==> config.mk <==
export PLATFORM = sky130hd
export DESIGN_NAME = rns_store
export DESIGN_NICKNAME = d
export VERILOG_FILES = /design/src/rns_pkg.sv /design/src/rns_fifo.sv /design/src/rns_store.sv
export SDC_FILE = /design/constraint.sdc
export NUM_CORES = 1
export LEC_CHECK = 0
export BUFFER_PORTS_ARGS = -buffer_cell sky130_fd_sc_hd__buf_4
export CORE_MARGIN = 4
export CORE_UTILIZATION = 50
export CTS_CLUSTER_SIZE = 20
export DETAILED_ROUTE_END_ITERATION = 8
export PLACE_DENSITY = 0.65
export REMOVE_ABC_BUFFERS = 1
export SLEW_MARGIN = 0
export SYNTH_ARGS = -nofsm -noshare
export SYNTH_HDL_FRONTEND = slang
export SYNTH_SLANG_ARGS = --single-unit
==> constraint.sdc <==
create_clock -name i_mclk -period 14.9 [get_ports i_mclk]
set_clock_uncertainty 0.15 [all_clocks]
set_input_delay 0.745 -clock i_mclk [delete_from_list [all_inputs] [get_ports i_mclk]]
set_output_delay 0.745 -clock i_mclk [all_outputs]
set_load 0.05 [all_outputs]
==> src/rns_pkg.sv <==
`default_nettype none
package rns_pkg;
	localparam int RNS_SLOTS = 10;
	localparam int RNS_DIGITS = 22;
	localparam int RNS_CLK_HZ = 200_000_000;
	localparam int RNS_STEP_MS = 60;
	localparam int RNS_STEP_CYC = (RNS_CLK_HZ / 1000) * RNS_STEP_MS;
	localparam int RNS_DEB_MS = 5;
	localparam int RNS_DEB_CYC = (RNS_CLK_HZ / 1000) * RNS_DEB_MS;
	localparam int RNS_FIFO_DEPTH = 8;
	// Bus codes as seen on the lines, line 1 in bit 3.
	localparam logic [3:0] RNS_CODE_1 = 4'hF;
	localparam logic [3:0] RNS_CODE_2 = 4'hE;
	localparam logic [3:0] RNS_CODE_3 = 4'hD;
	localparam logic [3:0] RNS_CODE_4 = 4'hB;
	localparam logic [3:0] RNS_CODE_5 = 4'hA;
	localparam logic [3:0] RNS_CODE_6 = 4'h9;
	localparam logic [3:0] RNS_CODE_7 = 4'h7;
	localparam logic [3:0] RNS_CODE_8 = 4'h6;
	localparam logic [3:0] RNS_CODE_9 = 4'h5;
	localparam logic [3:0] RNS_CODE_0 = 4'hC;
	localparam logic [3:0] RNS_CODE_PAUSE = 4'h3;
	typedef enum logic [2:0]
	{
		RNS_IDLE = 3'b000,
		RNS_STORE_ADDR = 3'b001,
		RNS_STORE_DIG = 3'b010,
		RNS_RET_ADDR = 3'b011,
		RNS_RET_WAIT = 3'b100,
		RNS_RET_ON = 3'b101,
		RNS_RET_OFF = 3'b110,
		RNS_DONE = 3'b111
	} rns_state_t;
endpackage
`default_nettype wire

==> src/rns_fifo.sv <==
`default_nettype none
module rns_fifo #(
	parameter int WIDTH = 4,
	parameter int DEPTH = 8
) (
	// Clock and reset.
	input wire logic i_mclk,
	input wire logic i_reset,
	// Fill side.
	input wire logic i_valid,
	output logic o_ready,
	input wire logic [WIDTH-1:0] i_data,
	// Drain side.
	output logic o_valid,
	input wire logic i_ready,
	output logic [WIDTH-1:0] o_data
);
	localparam int AW = $clog2(DEPTH);
	logic [WIDTH-1:0] mem_reg [DEPTH];
	logic [AW-1:0] wp_reg;
	logic [AW-1:0] rp_reg;
	logic [AW:0] cnt_reg;
	logic push;
	logic pop;

	// Full and empty come straight from the fill count.
	assign o_ready = (cnt_reg != (AW+1)'(DEPTH));
	assign o_valid = (cnt_reg != '0);
	assign o_data = mem_reg[rp_reg];
	assign push = i_valid && o_ready;
	assign pop = o_valid && i_ready;

	// Storage is written only on an accepted word.
	always_ff @(posedge i_mclk)
	begin
		if (push)
			mem_reg[wp_reg] <= i_data;
	end

	// Pointers wrap at the depth, which need not be a power of two.
	always_ff @(posedge i_mclk)
	begin
		if (i_reset)
		begin
			wp_reg <= '0;
			rp_reg <= '0;
			cnt_reg <= '0;
		end
		else
		begin
			if (push)
				wp_reg <= (wp_reg == AW'(DEPTH-1)) ? '0 : wp_reg + 1'b1;
			if (pop)
				rp_reg <= (rp_reg == AW'(DEPTH-1)) ? '0 : rp_reg + 1'b1;
			if (push && !pop)
				cnt_reg <= cnt_reg + 1'b1;
			else if (pop && !push)
				cnt_reg <= cnt_reg - 1'b1;
		end
	end
endmodule // rns_fifo
`default_nettype wire

==> src/rns_store.sv <==
`default_nettype none
module rns_store
	import rns_pkg::*;
#(
	parameter int STEP_CYC = rns_pkg::RNS_STEP_CYC,
	parameter int DEB_CYC = rns_pkg::RNS_DEB_CYC
) (
	// Clock, reset and power-on reset.
	input wire logic i_mclk,
	input wire logic i_reset,
	input wire logic i_por_n,
	// Control inputs.
	input wire logic i_retrieve,
	input wire logic i_seq_enable,
	input wire logic i_store,
	input wire logic i_unit_sel,
	// Key strobe in and out, out active low with an enable.
	input wire logic i_key_strobe_n,
	output logic o_key_strobe_n,
	output logic o_key_strobe_oe,
	// Shared code lines, line 1 in bit 3.
	input wire logic [3:0] i_code_line,
	output logic [3:0] o_code_line,
	output logic [3:0] o_code_line_oe,
	// Keyboard disables, active low.
	output logic o_digit_kb_dis_n,
	output logic o_addr_kb_dis_n
);
	import rns_pkg::*;

	logic [3:0] mem_reg [RNS_SLOTS][RNS_DIGITS];
	logic [4:0] len_reg [RNS_SLOTS];
	rns_state_t state_reg;
	logic [3:0] addr_reg;
	logic [4:0] idx_reg;
	logic [31:0] tmr_reg;
	logic [3:0] deb_reg;
	logic [31:0] dcnt_reg [4];
	logic key_prev_reg;
	logic call_done_reg;
	logic run;
	logic key_fall;
	logic f_ready;
	logic f_valid;
	logic f_pop;
	logic [3:0] f_data;
	logic retrieving;
	logic [3:0] raw;

	// Maps a bus code to a slot or digit value 0..9; 15 marks no digit.
	function automatic logic [3:0] rns_decode(input logic [3:0] c);
		case (c)
			RNS_CODE_0: rns_decode = 4'h0;
			RNS_CODE_1: rns_decode = 4'h1;
			RNS_CODE_2: rns_decode = 4'h2;
			RNS_CODE_3: rns_decode = 4'h3;
			RNS_CODE_4: rns_decode = 4'h4;
			RNS_CODE_5: rns_decode = 4'h5;
			RNS_CODE_6: rns_decode = 4'h6;
			RNS_CODE_7: rns_decode = 4'h7;
			RNS_CODE_8: rns_decode = 4'h8;
			RNS_CODE_9: rns_decode = 4'h9;
			default: rns_decode = 4'hF;
		endcase
	endfunction

	// Power-on reset low clears exactly like the system reset.
	assign run = !i_reset && i_por_n;
	assign raw = {i_key_strobe_n, i_store, i_seq_enable, i_retrieve};

	// Debouncers: bit 0 retrieve, 1 enable, 2 store, 3 key strobe.
	// The count restarts whenever the input agrees with the held value, so bounce never passes.
	always_ff @(posedge i_mclk)
	begin
		for (int k = 0; k < 4; k++)
		begin
			if (!run)
			begin
				deb_reg[k] <= (k == 3);
				dcnt_reg[k] <= '0;
			end
			else if (raw[k] == deb_reg[k])
				dcnt_reg[k] <= '0;
			else if (dcnt_reg[k] >= 32'(DEB_CYC - 1))
			begin
				deb_reg[k] <= raw[k];
				dcnt_reg[k] <= '0;
			end
			else
				dcnt_reg[k] <= dcnt_reg[k] + 1'b1;
		end
	end

	// One pulse per debounced closure of the key strobe.
	always_ff @(posedge i_mclk)
	begin
		if (!run)
			key_prev_reg <= 1'b1;
		else
			key_prev_reg <= deb_reg[3];
	end
	assign key_fall = key_prev_reg && !deb_reg[3];

	// Keyed codes queue here while the control logic is busy replaying a slot;
	// RNS_DONE and RNS_IDLE then pop them without using them.
	rns_fifo #(.WIDTH(4), .DEPTH(RNS_FIFO_DEPTH)) u_fifo (
		.i_mclk(i_mclk),
		.i_reset(!run),
		.i_valid(key_fall && i_unit_sel && deb_reg[1]),
		.o_ready(f_ready),
		.i_data(i_code_line),
		.o_valid(f_valid),
		.i_ready(f_pop),
		.o_data(f_data)
	);
	// A full queue drops the key; the control pops in every state but RNS_RET_WAIT, RNS_RET_ON and RNS_RET_OFF.
	assign f_pop = (state_reg == RNS_STORE_ADDR) ||
		(state_reg == RNS_STORE_DIG) || (state_reg == RNS_RET_ADDR) ||
		(state_reg == RNS_IDLE) || (state_reg == RNS_DONE);

	// Sequencer for store, erase and retrieve.
	always_ff @(posedge i_mclk)
	begin
		if (!run || !deb_reg[1] || !i_unit_sel && !deb_reg[2])
		begin
			state_reg <= RNS_IDLE;
			addr_reg <= '0;
			idx_reg <= '0;
			tmr_reg <= '0;
		end
		else
		begin
			case (state_reg)
				RNS_IDLE:
				begin
					if (deb_reg[2])
						state_reg <= RNS_STORE_ADDR;
					else if (deb_reg[0] && !call_done_reg)
						state_reg <= RNS_RET_ADDR;
				end
				RNS_STORE_ADDR:
				begin
					if (!deb_reg[2])
						state_reg <= RNS_IDLE;
					else if (f_valid && rns_decode(f_data) != 4'hF)
					begin
						addr_reg <= rns_decode(f_data);
						idx_reg <= '0;
						state_reg <= RNS_STORE_DIG;
					end
				end
				RNS_STORE_DIG:
				begin
					if (!deb_reg[2])
						state_reg <= RNS_IDLE;
				end
				RNS_RET_ADDR:
				begin
					if (f_valid && rns_decode(f_data) != 4'hF)
					begin
						addr_reg <= rns_decode(f_data);
						idx_reg <= '0;
						tmr_reg <= '0;
						state_reg <= RNS_RET_WAIT;
					end
				end
				RNS_RET_WAIT, RNS_RET_OFF:
				begin
					if (tmr_reg >= 32'(STEP_CYC - 1))
					begin
						tmr_reg <= '0;
						if (idx_reg >= len_reg[addr_reg])
							state_reg <= deb_reg[0] ?
								RNS_RET_WAIT : RNS_DONE;
						else
							state_reg <= RNS_RET_ON;
						if (idx_reg >= len_reg[addr_reg])
							idx_reg <= '0;
					end
					else
						tmr_reg <= tmr_reg + 1'b1;
				end
				RNS_RET_ON:
				begin
					if (tmr_reg >= 32'(STEP_CYC - 1))
					begin
						tmr_reg <= '0;
						idx_reg <= idx_reg + 1'b1;
						state_reg <= RNS_RET_OFF;
					end
					else
						tmr_reg <= tmr_reg + 1'b1;
				end
				RNS_DONE:
					state_reg <= RNS_DONE;
				default:
					state_reg <= RNS_IDLE;
			endcase
		end
	end

	// A finished transfer blocks addresses until the enable drops.
	always_ff @(posedge i_mclk)
	begin
		if (!run || !deb_reg[1])
			call_done_reg <= 1'b0;
		else if (state_reg == RNS_DONE)
			call_done_reg <= 1'b1;
	end

	// Slot lengths: erase on address, append on digit or pause.
	always_ff @(posedge i_mclk)
	begin
		if (!run)
		begin
			for (int s = 0; s < RNS_SLOTS; s++)
				len_reg[s] <= '0;
		end
		else if (state_reg == RNS_STORE_ADDR && deb_reg[2] && f_valid &&
			rns_decode(f_data) != 4'hF)
			len_reg[rns_decode(f_data)] <= '0;
		else if (state_reg == RNS_STORE_DIG && deb_reg[2] && f_valid &&
			i_unit_sel && (rns_decode(f_data) != 4'hF ||
			f_data == RNS_CODE_PAUSE) &&
			len_reg[addr_reg] < 5'(RNS_DIGITS))
			len_reg[addr_reg] <= len_reg[addr_reg] + 1'b1;
	end

	// Digit storage keeps the raw bus code for replay.
	always_ff @(posedge i_mclk)
	begin
		if (state_reg == RNS_STORE_DIG && deb_reg[2] && f_valid &&
			(rns_decode(f_data) != 4'hF || f_data == RNS_CODE_PAUSE) &&
			len_reg[addr_reg] < 5'(RNS_DIGITS))
			mem_reg[addr_reg][len_reg[addr_reg]] <= f_data;
	end

	assign retrieving = (state_reg == RNS_RET_WAIT) ||
		(state_reg == RNS_RET_ON) || (state_reg == RNS_RET_OFF);

	// Outputs are registered; the code lines rest high while not driven.
	always_ff @(posedge i_mclk)
	begin
		if (!run)
		begin
			o_code_line <= 4'hF;
			o_code_line_oe <= 4'h0;
			o_digit_kb_dis_n <= 1'b1;
			o_addr_kb_dis_n <= 1'b1;
			o_key_strobe_n <= 1'b1;
			o_key_strobe_oe <= 1'b1;
		end
		else
		begin
			o_digit_kb_dis_n <= !(i_unit_sel && retrieving);
			o_addr_kb_dis_n <= !(i_unit_sel && (retrieving ||
				state_reg == RNS_STORE_DIG));
			if (state_reg == RNS_RET_ON && i_unit_sel)
			begin
				o_code_line <= mem_reg[addr_reg][idx_reg];
				o_code_line_oe <= 4'hF;
			end
			else
			begin
				o_code_line <= 4'hF;
				o_code_line_oe <= 4'h0;
			end
			if (!i_unit_sel && !i_seq_enable)
			begin
				o_key_strobe_n <= i_key_strobe_n;
				o_key_strobe_oe <= 1'b1;
			end
			else if (!i_unit_sel)
			begin
				o_key_strobe_n <= 1'b1;
				o_key_strobe_oe <= 1'b0;
			end
			else if (state_reg == RNS_RET_ON)
			begin
				o_key_strobe_n <= 1'b0;
				o_key_strobe_oe <= 1'b1;
			end
			else if (state_reg == RNS_DONE ||
				(state_reg == RNS_IDLE && !deb_reg[1]))
			begin
				o_key_strobe_n <= i_key_strobe_n;
				o_key_strobe_oe <= 1'b1;
			end
			else
			begin
				o_key_strobe_n <= 1'b1;
				o_key_strobe_oe <= 1'b1;
			end
		end
	end

	// Apart from passing the keyboard strobe on, the strobe only falls while the stored code stands on the lines.
	strobe_code_a: assert property (@(posedge i_mclk) disable iff (!run)
		!o_key_strobe_n && i_unit_sel && state_reg != RNS_DONE &&
		deb_reg[1] |-> o_code_line_oe == 4'hF)
		else $error("strobe without driven code");
	// Store mode never lets a strobe reach the dialler.
	store_quiet_a: assert property (@(posedge i_mclk) disable iff (!run)
		$past(state_reg) == RNS_STORE_DIG && $past(i_unit_sel) &&
		state_reg == RNS_STORE_DIG |-> o_key_strobe_n)
		else $error("strobe during store");
	// Disable follows the transfer a cycle later.
	digit_dis_a: assert property (@(posedge i_mclk) disable iff (!run)
		retrieving && i_unit_sel |=> !o_digit_kb_dis_n)
		else $error("digit keyboard not disabled");
	addr_dis_a: assert property (@(posedge i_mclk) disable iff (!run)
		state_reg == RNS_STORE_DIG && i_unit_sel |=> !o_addr_kb_dis_n)
		else $error("address keyboard not disabled");
	length_cap_a: assert property (@(posedge i_mclk) disable iff (!run)
		len_reg[addr_reg] <= 5'(RNS_DIGITS))
		else $error("slot length over limit");
	enable_drop_a: assert property (@(posedge i_mclk) disable iff (!run)
		!deb_reg[1] |=> state_reg == RNS_IDLE)
		else $error("control not reset");
	pass_through_a: assert property (@(posedge i_mclk) disable iff (!run)
		!i_unit_sel && !i_seq_enable |=>
		o_key_strobe_n == $past(i_key_strobe_n))
		else $error("strobe not copied");
	driver_off_a: assert property (@(posedge i_mclk) disable iff (!run)
		!i_unit_sel && i_seq_enable |=> !o_key_strobe_oe)
		else $error("strobe driver left on");
	erase_slot_a: assert property (@(posedge i_mclk) disable iff (!run)
		$rose(state_reg == RNS_STORE_DIG) |-> len_reg[addr_reg] == '0)
		else $error("slot not erased");
endmodule // rns_store
`default_nettype wire

==> Yosys cells after proc, flatten, opt, wreduce, memory -nomap -nowiden <==
Memories as Yosys holds them, arrays and structs flattened. A register that Yosys moved wholly into a read port is not among the register bits.
Cells that the tools add are included.
{ "op_classes": {"addsub": 11, "order_cmp": 10, "n_eq_ne": 29, "mux": 130, "n_bitwise": 19, "reduce_logical": 72} }
{ "ops": {"columns": ["op", "count"], "rows": [
  ["two-way mux 32 bit", 14],
  ["adder 32 x 1 -> 32 bit, second input constant", 5],
  ["greater-or-equal comparator 32 x 20 -> 1 bit, second input constant", 4],
  ["two-way mux 4 bit", 25],
  ["two-way mux 88 bit", 1],
  ["one-hot mux 32 bit (2 select lines)", 1],
  ["two-way mux 1 bit", 62],
  ["two-way mux 5 bit", 8],
  ["two-way mux 3 bit", 12],
  ["greater-or-equal comparator 32 x 24 -> 1 bit, second input constant", 1],
  ["logical AND 1 bit", 28],
  ["inequality test 4 bit, second input constant", 6],
  ["one-hot mux 3 bit (7 select lines)", 1],
  ["binary-select mux 4 bit (select 5 bit)", 1],
  ["demux 4 bit (select 5 bit)", 1],
  ["one-hot mux 5 bit (4 select lines)", 1],
  ["== test 3 bit, second input constant", 6],
  ["greater-or-equal comparator 6 bit, second input constant", 2],
  ["logical NOT 1 bit", 12],
  ["logical OR 1 bit", 12],
  ["inverter 5 -> 6 bit", 2],
  ["bitwise OR 1 bit", 12],
  ["AND reduction 2 bit", 6],
  ["adder 5 x 1 -> 5 bit, second input constant", 2],
  ["other kinds (25)", 46]
]} }
{ "word_totals": {"regBits": 72, "mem_bits_rw": 1090, "rom_bits": 512, "input_bits": 12, "memories": 12} }
{ "mem_list": {"columns": ["memory", "words", "width", "read_ports", "rd_clocked_by_memory_dff", "wr", "line", "text"], "rows": [
  ["mem_reg", 10, 88, 1, 1, 1, "rns_store.sv:31", "logic [3:0] mem_reg [RNS_SLOTS][RNS_DIGITS];"],
  ["dcnt_reg", 4, 32, 4, 0, 4, "rns_store.sv:38", "logic [31:0] dcnt_reg [4];"],
  ["(no name shown)", 16, 4, 1, 0, 0, "rns_store.sv:52", "case (c)"],
  ["(no name shown)", 16, 4, 1, 0, 0, "rns_store.sv:52", null],
  ["(no name shown)", 16, 4, 1, 0, 0, "rns_store.sv:52", null],
  ["(no name shown)", 16, 4, 1, 0, 0, "rns_store.sv:52", null],
  ["+6 memories", null, null, null, null, null, null, null]
]} }

==> Depth between registers and ports, before layout <==
Gate-level depths: netlist (run 1).
{ "logic_depth": {"word_depth": 17, "ltp_mapped": 16, "ltp_nobuf": 12} }

==> Cells and area by module <==
A second synthesis (run 1) with hierarchy kept.
{ "hier_totals": {"hier_cells": 2917, "area_unflattened_um2": 49312.3} }
{ "by_module_without_submodules": {"columns": ["mod", "instances", "cells_per_inst", "area_per_inst_um2"], "rows": [
  ["rns_store", 1, 2796, 47400.5],
  ["rns_fifo", 1, 121, 1911.8]
]} }

==> Worst setup path after synthesis (run 1) <==
OpenSTA, ideal clock, no wires.
{ "synth_timing": {"kind": "register to register", "startpoint": "register (tool-made name)", "endpoint": "memory len_reg[4][0], enable pin", "setup_time_ns": 0.313, "arrival_time_ns": 6.501, "required_time_ns": 14.437, "slack_ns": 7.937, "path_stages_with_launch": 15, "path_buffers": 2, "synth_period_minus_slack_ns": 6.963, "cell_sequence": "dfxtp_1 -> buf_6 -> nor2b_1 -> a22oi_1 -> and3_1 -> inv_1 -> ha_1 -> or3_1 -> a21oi_1 -> a21o_1 -> or4_1 -> a221oi_4 -> or3b_1 -> buf_6 -> nand2_1"} }
{ "synth_lines": {"columns": ["item", "line", "text"], "rows": [
  ["to (decl)", "rns_store.sv:32", "logic [4:0] len_reg [RNS_SLOTS];"]
]} }

==> results of run 1 <==
[layout by cell type (no fill, tap or decap), types with 9 or more instances in the layout]
cell type,synthesis,final
dfxtp_1,76,70
clkbuf_1,116,27
mux2i_1,62,62
clkinv_1,0,27
o21ai_0,25,25
xor2_1,59,59
xnor2_1,30,30
nand2_2,0,12
bufinv_16,0,12
buf_4,19,53
nand2b_1,13,13
ha_1,26,26
clkinv_2,0,18
or3_1,9,9
a31oi_1,21,21
nor2_1,245,245
nor4_1,20,20
conb_1,2,176
o221ai_1,23,23
and3_1,25,24
nand4_1,20,20
nor2b_1,22,21
nand2_1,120,108
mux4_2,268,268
inv_1,26,26
edfxtp_1,1120,1120
and2_1,13,13
clkbuf_16,0,117
nor3_1,224,224
nand3_1,74,73
a21oi_1,44,44
[area by class of cell]
class	instances	area [um^2]	share of cell area [%]
Sequential cell	1196	35200	63.7
Multi-Input combinational cell	1651	14100	25.5
Clock buffer	149	3100	5.61
Tap cell	1287	1610	2.91
Clock inverter	71	723	1.31
Timing Repair Buffer	56	458	0.829
Inverter	28	115	0.208
[worst max-delay path: cells and delay by family (launching register included)]
kind	cells	cell delay (ps)
buffers and inverters	3	1080
DFF	1	700
adders and majority gates	1	390
AOI/OAI and AO/OA	2	860
and+or+nand+nor	6	1900
muxes	1	170
[Yosys cell counts (20+ instances only)]
master | count | area share, %
nor3_1 | 224 | 2.3
edfxtp_1 | 1120 | 68
a31oi_1 | 21 | 0.27
dfxtp_1 | 76 | 3.1
clkbuf_1 | 116 | 0.88
nor4_1 | 20 | 0.25
and3_1 | 25 | 0.32
xnor2_1 | 30 | 0.53
a21oi_1 | 44 | 0.44
nor2_1 | 245 | 1.9
nor2b_1 | 22 | 0.28
inv_1 | 26 | 0.20
ha_1 | 26 | 0.66
nand4_1 | 20 | 0.25
nand2_1 | 120 | 0.91
nand3_1 | 74 | 0.75
o21ai_0 | 25 | 0.25
mux2i_1 | 62 | 1.3
xor2_1 | 59 | 1.0
o221ai_1 | 23 | 0.41
mux4_2 | 268 | 12
[path summary, 6_finish.rpt]
check	startpoint	to	slack, ps
worst max-delay path	flip-flop	mem_reg[7][49]$_DFFE_PP_	9250
worst min-delay path	i_code_line[2]	u_fifo.mem_reg[5][2]$_DFFE_PP_	140
worst max register to register	flip-flop	mem_reg[7][49]$_DFFE_PP_	9250
worst min register to register	call_done_reg$_SDFFE_PP0P_	call_done_reg$_SDFFE_PP0P_	320
[layer usage]
| layer | vias to the layer above | GRT usage, % | share of wire [%] |
|---|---|---|---|
| met1 | 13629 | 28.6 | 40 |
| met4 | 0 | 6.57 | 3.1 |
| met5 | - | 0 | 0 |
| met3 | 215 | 3.71 | 7.0 |
| li1 | 11681 | - | - |
| met2 | 1024 | 34.9 | 49 |
[report_power, final]
group          internal, uW  total, uW  switching, uW
clock                  1680       2920           1240
combinational          83.7        397            314
sequential             3870       3900           28.4
total                  5630       7210           1580
[kinds of logic (layout without fill, tap and decap cells)]
group	Yosys count	in the layout	synth area share, %
DFF	1196	1196	71.0
adders and majority gates	27	27	0.698
and+or+nand+nor	823	823	7.96
buffers and inverters	211	304	1.96
AOI/OAI and AO/OA	192	192	2.82
muxes	344	344	13.9
other	2	176	0.0152
xor gates and xnor gates	89	89	1.58
[through the flow]
stage          util, %  setup slack, ps  power, uW
2_1_floorplan        -             1070       4210
3_3_place_gp      52.3             9200       4350
3_5_place_dp      52.3             9020       4360
4_1_cts           56.2             9010       7270
5_1_grt           56.2             8670       7460
6_report          56.2             9250       7210
==> results.md, run 1 <==
* Status: complete, no violations
* GRT Total Usage at 21.0%
* Fill cell count at 7450
* Io pins at 24
* Worst hold slack at 136 ps
* First-pass GRT wire length at 166 mm
* Crit-path max FO at 224
* Max Fclk at 0.177 GHz
* CTS Hold Bufs at 0
* Via density per instance at 5.98
* Setup violators final at 0
* Core ar. at 98300 um^2
* Placed cell count at 4218
* Initial antenna violation count at 1
* Max reg flops at 880
* Residual overflow from global routing at 0
* DR WL/cell at 24.2 um
* Worst hold path type: in -> reg
* Slew Limit Fails at 0
* Sequential area share after synthesis at 71.0%
* P&R area growth vs syn at 11.6%
* Slowest stage delay, CP at 700 ps
* Critical path's slowest cell: dfxtp_1
* Die area at 104000 um^2
* # diodes at 0
* Die X-Extent at 323 um
* GPL Wtd Cong at 0.832
* Post-route cell area at 55300 um^2
* Yosys cell types at 77
* Most used cell, CP: nor3_1
* Critical path cell sequence: mux2i_1 > a22oi_1 > and3_4 > buf_12 > inv_1 > ha_1 > or3_1 > nor3_1 > a211oi_2 > and3_1 > nand2_2 > buf_4 > nor3_1
* Largest net degree at the start of global routing at 225
* Final nets at 3088
* Mapped Area at 49500 um^2
* Kind of critical path: reg -> reg
* Seq cells post-synth at 1196
* DRC viols at 0
* Maximum vdd drop at 102 uV
* Starting DRC count in detailed routing at 2536
* EDFF count, synth at 1120
* Worst R2R Path Depth at 13
* Postcts setup bufs at 0
* Layout cell share with drive strength beyond 1 at 17.2%
* Fin. Hold Viols at 0
* Relative slew slack at 13.4%
* HPWL after DPL at 62.5 mm
* Clock buffer count from CTS at 116
* Post-CTS sizing at 0
* H-Tree Depth at 3
* PwrDens at 131 nW/um^2
* P_leak at 0.0169 uW
* Root buf cell: clkbuf_16
* Startpoint types: flip-flop
* Worst Path Required at 15080 ps
* Site row count at 115
* Routed vias at 26.5k
* Arrival @ worst endpoint at 5830 ps
* Clock Latency Late Sink at 710 ps
* Routed Antenna Nets at 0
* Ys Warns at 0
* CTS tree: built
* Hold Path Depth at 1
* Clock Path Buffers at 3
* Mapped Cells at 2884
* Unrepaired setup endpoints after global routing: no
* CP Capture Type: flip-flop
* Die H at 323 um
* Vias in the first global route at 27.5k
* Primary FF master, synth: edfxtp_1
* Total of max-cap violations at 0
* Worst-Margin Slew at 1300 ps
* Post-DP Area at 51400 um^2
* Post-Layout Cell Count at 4438
* Period Utilization, post-route at 37.9%
* Buffers on Ports at 23
* Total wire length at 107 mm
* Fraction of synthesis flops using an asynchronous set or reset pin at 0%
* Avg Inst Size Synth at 17.2 um^2
* Initial core utilization at 50.4%
* Tmin final at 5650 ps
* Setup TNS at 0 ps
* Clock Sinks at 1196
* Reg clk slew, reported paths at 60 ps
* Drt pass-1 iters at 5
No activity file was read; power rests on OpenSTA's default activity.
==> inputs of run 2 (changes only) <==
--- a/config.mk
+++ b/config.mk
@@ -10,7 +10,7 @@
 export CORE_UTILIZATION = 50
 export CTS_CLUSTER_SIZE = 20
 export DETAILED_ROUTE_END_ITERATION = 8
-export PLACE_DENSITY = 0.65
+export PLACE_DENSITY = 0.68
 export REMOVE_ABC_BUFFERS = 1
 export SLEW_MARGIN = 0
 export SYNTH_ARGS = -nofsm -noshare
==> constraint.sdc (replaced) <==
create_clock -name i_mclk -period 5 [get_ports i_mclk]
set_clock_uncertainty 0.15 [all_clocks]
set_input_delay 0.25 -clock i_mclk [delete_from_list [all_inputs] [get_ports i_mclk]]
set_output_delay 0.25 -clock i_mclk [all_outputs]
set_load 0.05 [all_outputs]
==> run 2 against run 1 <==
First-iteration DRC count up 11%. Sequential power rose to 3.0 times the previous value. Final cell count up 0.56%. Global-route usage down 0.13 points. Count of clock-buffer cells in the layout down 15. Critical path type unchanged. Critical endpoint is now mem_reg[7][8]$_DFFE_PP_. Largest cell class unchanged.
==> results.md, run 2 (same netlist as run 1, synthesis figures left out) <==
* P&R area growth vs syn at 12.8%
* Die H at 323 um
* Initial core utilization at 50.4%
* Tmin final at 4630 ps
* Residual overflow from global routing at 0
* Drt pass-1 iters at 8
* Total wire length at 107 mm
* PwrDens at 396 nW/um^2
* Clock Sinks at 1196
* H-Tree Depth at 3
* Period Utilization, post-route at 92.6%
* Io pins at 24
* DRC viols at 0
* GPL Wtd Cong at 0.822
* CP Depth at 12
* Clock buffer count from CTS at 118
* WP buf/inv at 2
* Core ar. at 98300 um^2
* CP Capture Type: flip-flop
* Critical path's slowest cell: nor3_1
* Unrepaired setup endpoints after global routing: no
* Layout cell share with drive strength beyond 1 at 17.9%
* Maximum vdd drop at 355 uV
* Buffers on Ports at 23
* Initial antenna violation count at 0
* Slowest stage delay, CP at 680 ps
* Fin. Hold Viols at 0
* GRT Total Usage at 20.8%
* Placed cell count at 4227
* Worst-Margin Slew at 1310 ps
* Arrival @ worst endpoint at 4830 ps
* Crit-path max FO at 50
* Site row count at 115
* CP delay by family, top: simple AND/OR/NAND/NOR gates
* Most used cell, CP: nor3_1
* Die X-Extent at 323 um
* CTS tree: built
* Worst hold slack at 177 ps
* Routed vias at 26.5k
* Max reg flops at 880
* Clock Latency Late Sink at 710 ps
* Commonest non-fill, non-tap cells in the layout: 1120 x edfxtp_1, 268 x mux4_2, 245 x nor2_1
* Status: complete, no violations
* Routed Antenna Nets at 0
* Worst R2R Path Depth at 12
* Slew Limit Fails at 0
* Setup violators final at 0
* Startpoint types: flip-flop
* Postcts setup bufs at 0
* Via density per instance at 5.94
* Post-Layout Cell Count at 4463
* Reg clk slew, reported paths at 60 ps
* Largest net degree at the start of global routing at 223
* Die area at 104000 um^2
* P_leak at 0.0172 uW
* Fill cell count at 7287
* Worst Path Required at 5200 ps
* DR WL/cell at 24.0 um
* Final nets at 3115
* # diodes at 0
* Clock Path Buffers at 3
* First-pass GRT wire length at 165 mm
* HPWL after DPL at 62.6 mm
* Max Fclk at 0.216 GHz
* Relative slew slack at 12.4%
* Starting DRC count in detailed routing at 2820
* Vias in the first global route at 27.5k
* Root buf cell: clkbuf_16
* Commonest non-fill, non-tap cell in the layout: edfxtp_1
* Kind of critical path: reg -> reg
* Hold Path Depth at 2
* Critical path cell sequence: mux2i_1 > a22oi_1 > and3_4 > inv_1 > ha_1 > or3_1 > nor3_1 > a211oi_2 > and3_1 > nand2_2 > buf_4 > nor3_1
* Total of max-cap violations at 0
* Worst hold path type: in -> reg
[run 2: cell types whose count changed in the layout (fill, tap and decap cells not counted), moves of 3 or more]
cell           previous run  this run
clkbuf_1                 27        14
clkbuf_8                  5         2
buf_4                    53        57
clkinv_1                 27        20
inv_6                     3         6
bufinv_16                12        21
clkinv_4                  3         6
dlygate4sd3_1             0        16
buf_12                    3         8
clkinv_2                 18        21
clkinvlp_4                5         8
[run 2: area by class of cell]
class,instances,area (um^2),area share [%]
Sequential cell,1196,35200,63.0
Inverter,28,115,0.206
Tap cell,1287,1610,2.88
Multi-Input combinational cell,1651,14100,25.2
Clock inverter,86,1090,1.96
Clock buffer,134,3030,5.43
Timing Repair Buffer,81,748,1.34
[run 2: repair_timing]
| action | 4_1_cts | 5_1_grt |
|---|---|---|
| endpoints found under the hold margin | 47 | 0 |
| hold buffers | 16 | 0 |
| resized for setup | 0 | 0 |
[run 2: worst paths after layout]
path,from,to,slack [ps]
worst max-delay path,flip-flop,mem_reg[7][8]$_DFFE_PP_,370
worst min-delay path,i_code_line[3],u_fifo.mem_reg[6][3]$_DFFE_PP_,180
worst min register to register,call_done_reg$_SDFFE_PP0P_,call_done_reg$_SDFFE_PP0P_,300
worst max register to register,flip-flop,mem_reg[7][8]$_DFFE_PP_,370
[run 2: stage by stage]
stage               area [um^2]  util (%)  total power, uW  setup TNS [ps]  setup slack [ps]
detailed placement        51600      52.5            13000               0               398
finish                    55800      56.8            22100               0               371
CTS                       55800      56.8            22200               0               391
global placement          51600      52.5            13000               0               549
floorplan                 49300         -            12500        -9154100             -8830
global route              55800      56.8            22800               0              29.4
[run 2: power by group]
group	internal (uW)	switching, uW	leakage, uW
combinational	267	921	0.00431
sequential	11500	83.0	0.0109
clock	5480	3810	0.00200
total	17300	4820	0.0172
[run 2: per-layer routing]
layer | global-route usage [%] | routed length, um
met3 | 4.15 | 9030
met4 | 6.25 | 2830
met1 | 27.8 | 41800
met5 | 0 | 0
met2 | 35.2 | 53500
==> inputs of run 3 (changes only) <==
--- a/config.mk
+++ b/config.mk
@@ -10,7 +10,7 @@
 export CORE_UTILIZATION = 50
 export CTS_CLUSTER_SIZE = 20
 export DETAILED_ROUTE_END_ITERATION = 8
-export PLACE_DENSITY = 0.68
+export PLACE_DENSITY = 0.64
 export REMOVE_ABC_BUFFERS = 1
 export SLEW_MARGIN = 0
 export SYNTH_ARGS = -nofsm -noshare
==> run 3 against run 2 <==
Sequential cell count unchanged. Hold slack got worse by 110 ps. Critical path depth unchanged. Maximum frequency increased by 0.64%. Routed wire length increased by 1.5%. Cell area increased by 0.31%. Non-clock buffer count unchanged. Die area unchanged. Total power increased by 1.2%. Largest power group unchanged.
==> results.md, run 3 (same netlist as run 1, synthesis figures left out) <==
* P&R area growth vs syn at 13.2%
* Tmin final at 4600 ps
* Worst Path Required at 5160 ps
* Routed Antenna Nets at 0
* # diodes at 0
* Relative slew slack at 15.0%
* Die X-Extent at 323 um
* Clock buffer count from CTS at 121
* Multi-input gate area at 14100 um^2
* Post-CTS sizing at 0
* H-Tree Depth at 3
* Root buf cell: clkbuf_16
* Layout cell share with drive strength beyond 1 at 18.5%
* Status: complete, no violations
* Worst-Margin Slew at 1280 ps
* Io pins at 24
* Unrepaired setup endpoints after global routing: no
* Initial core utilization at 50.4%
* Total of max-cap violations at 0
* Via density per instance at 5.95
* Postcts setup bufs at 0
* Clock Latency Late Sink at 690 ps
* Slew Limit Fails at 0
* Commonest non-fill, non-tap cell in the layout: edfxtp_1
* Site row count at 115
* Starting DRC count in detailed routing at 2360
* Reg clk slew, reported paths at 60 ps
* CTS tree: built
* PwrDens at 399 nW/um^2
* Period Utilization, post-route at 92.0%
* GPL Wtd Cong at 0.809
* Routed vias at 26.6k
* Max Fclk at 0.217 GHz
* Max reg flops at 880
* Clock Path Buffers at 3
* DR WL/cell at 24.3 um
* HPWL after DPL at 64.6 mm
* Kind of critical path: reg -> reg
* Final nets at 3118
* Largest net degree at the start of global routing at 223
* Fill cell count at 7421
* CTS Hold Bufs at 13
* Buffers on Ports at 23
* Crit-path max FO at 50
* Arrival @ worst endpoint at 4760 ps
* Residual overflow from global routing at 0
* Vias in the first global route at 27.3k
* DRC viols at 0
* Setup violators final at 0
* Die area at 104000 um^2
* Post-DP Area at 51600 um^2
* Total wire length at 109 mm
* Sequential Area at 35200 um^2
* Worst hold path type: in -> reg
* GRT Total Usage at 21.2%
* Fin. Hold Viols at 0
* Core ar. at 98300 um^2
* Die H at 323 um
* First-pass GRT wire length at 166 mm
* Setup TNS at 0 ps
* Initial antenna violation count at 2
* Power Total at 22400 uW
* Drt pass-1 iters at 5
* Post-route cell area at 56000 um^2
* Startpoint types: flip-flop
* Clock Sinks at 1196
* Commonest non-fill, non-tap cells in the layout: 1120 x edfxtp_1, 268 x mux4_2, 245 x nor2_1
* Maximum vdd drop at 324 uV
* P_leak at 0.0173 uW
* CP Capture Type: flip-flop
==> run 3: layer usage <==
layer  routed length (um)  part of all wire (%)  global-route usage, %  vias to the layer above
met3                 8570                   7.9                   4.86                      178
met5                    0                     0                      0                        -
met4                 2540                   2.3                   5.46                        0
met2                53700                    49                   35.1                     1046
li1                     -                     -                      -                    11749
met1                43900                    40                   28.6                    13649
==> run 3: critical path, cell delays in order, from the launching register on <==
cell,delay [ps]
dfxtp_1,680
mux2i_1,150
a22oi_1,370
and3_4,290
inv_1,50
ha_1,340
or3_1,150
nor3_1,50
a211oi_2,450
and3_1,420
nand2_2,80
buf_4,330
nor3_1,650
==> run 3: layout make-up <==
class	instances	share of cell area (%)
Clock buffer	148	5.87
Tap cell	1287	2.88
Sequential cell	1196	62.8
Inverter	28	0.206
Multi-Input combinational cell	1651	25.1
Clock inverter	81	1.81
Timing Repair Buffer	81	1.32
==> run 3: per-stage QoR <==
step                      cells  hold slack, ps  util (%)  setup WS, ps
after detailed placement   4230             303      52.5           428
after floorplan            2875             199         -         -8830
after CTS                  4472            43.3      57.0           353
after global placement     4230             291      52.5           526
final                      4472            63.1      57.0           400
after global routing       4472             117      57.0          33.1
==> run 3: worst paths after layout <==
check	from	endpoint	slack (ps)	cells past startpoint
max reg2reg	flip-flop	mem_reg[7][31]$_DFFE_PP_	400	12
max	flip-flop	mem_reg[7][31]$_DFFE_PP_	400	12
min	i_por_n	u_fifo.wp_reg[2]$_SDFFE_PN0P_	60	3
min reg2reg	call_done_reg$_SDFFE_PP0P_	call_done_reg$_SDFFE_PP0P_	310	2
==> run 3: power breakdown <==
part	total, uW	switching (uW)	internal, uW
combinational	1190	932	263
clock	9550	3740	5810
sequential	11600	85.8	11500
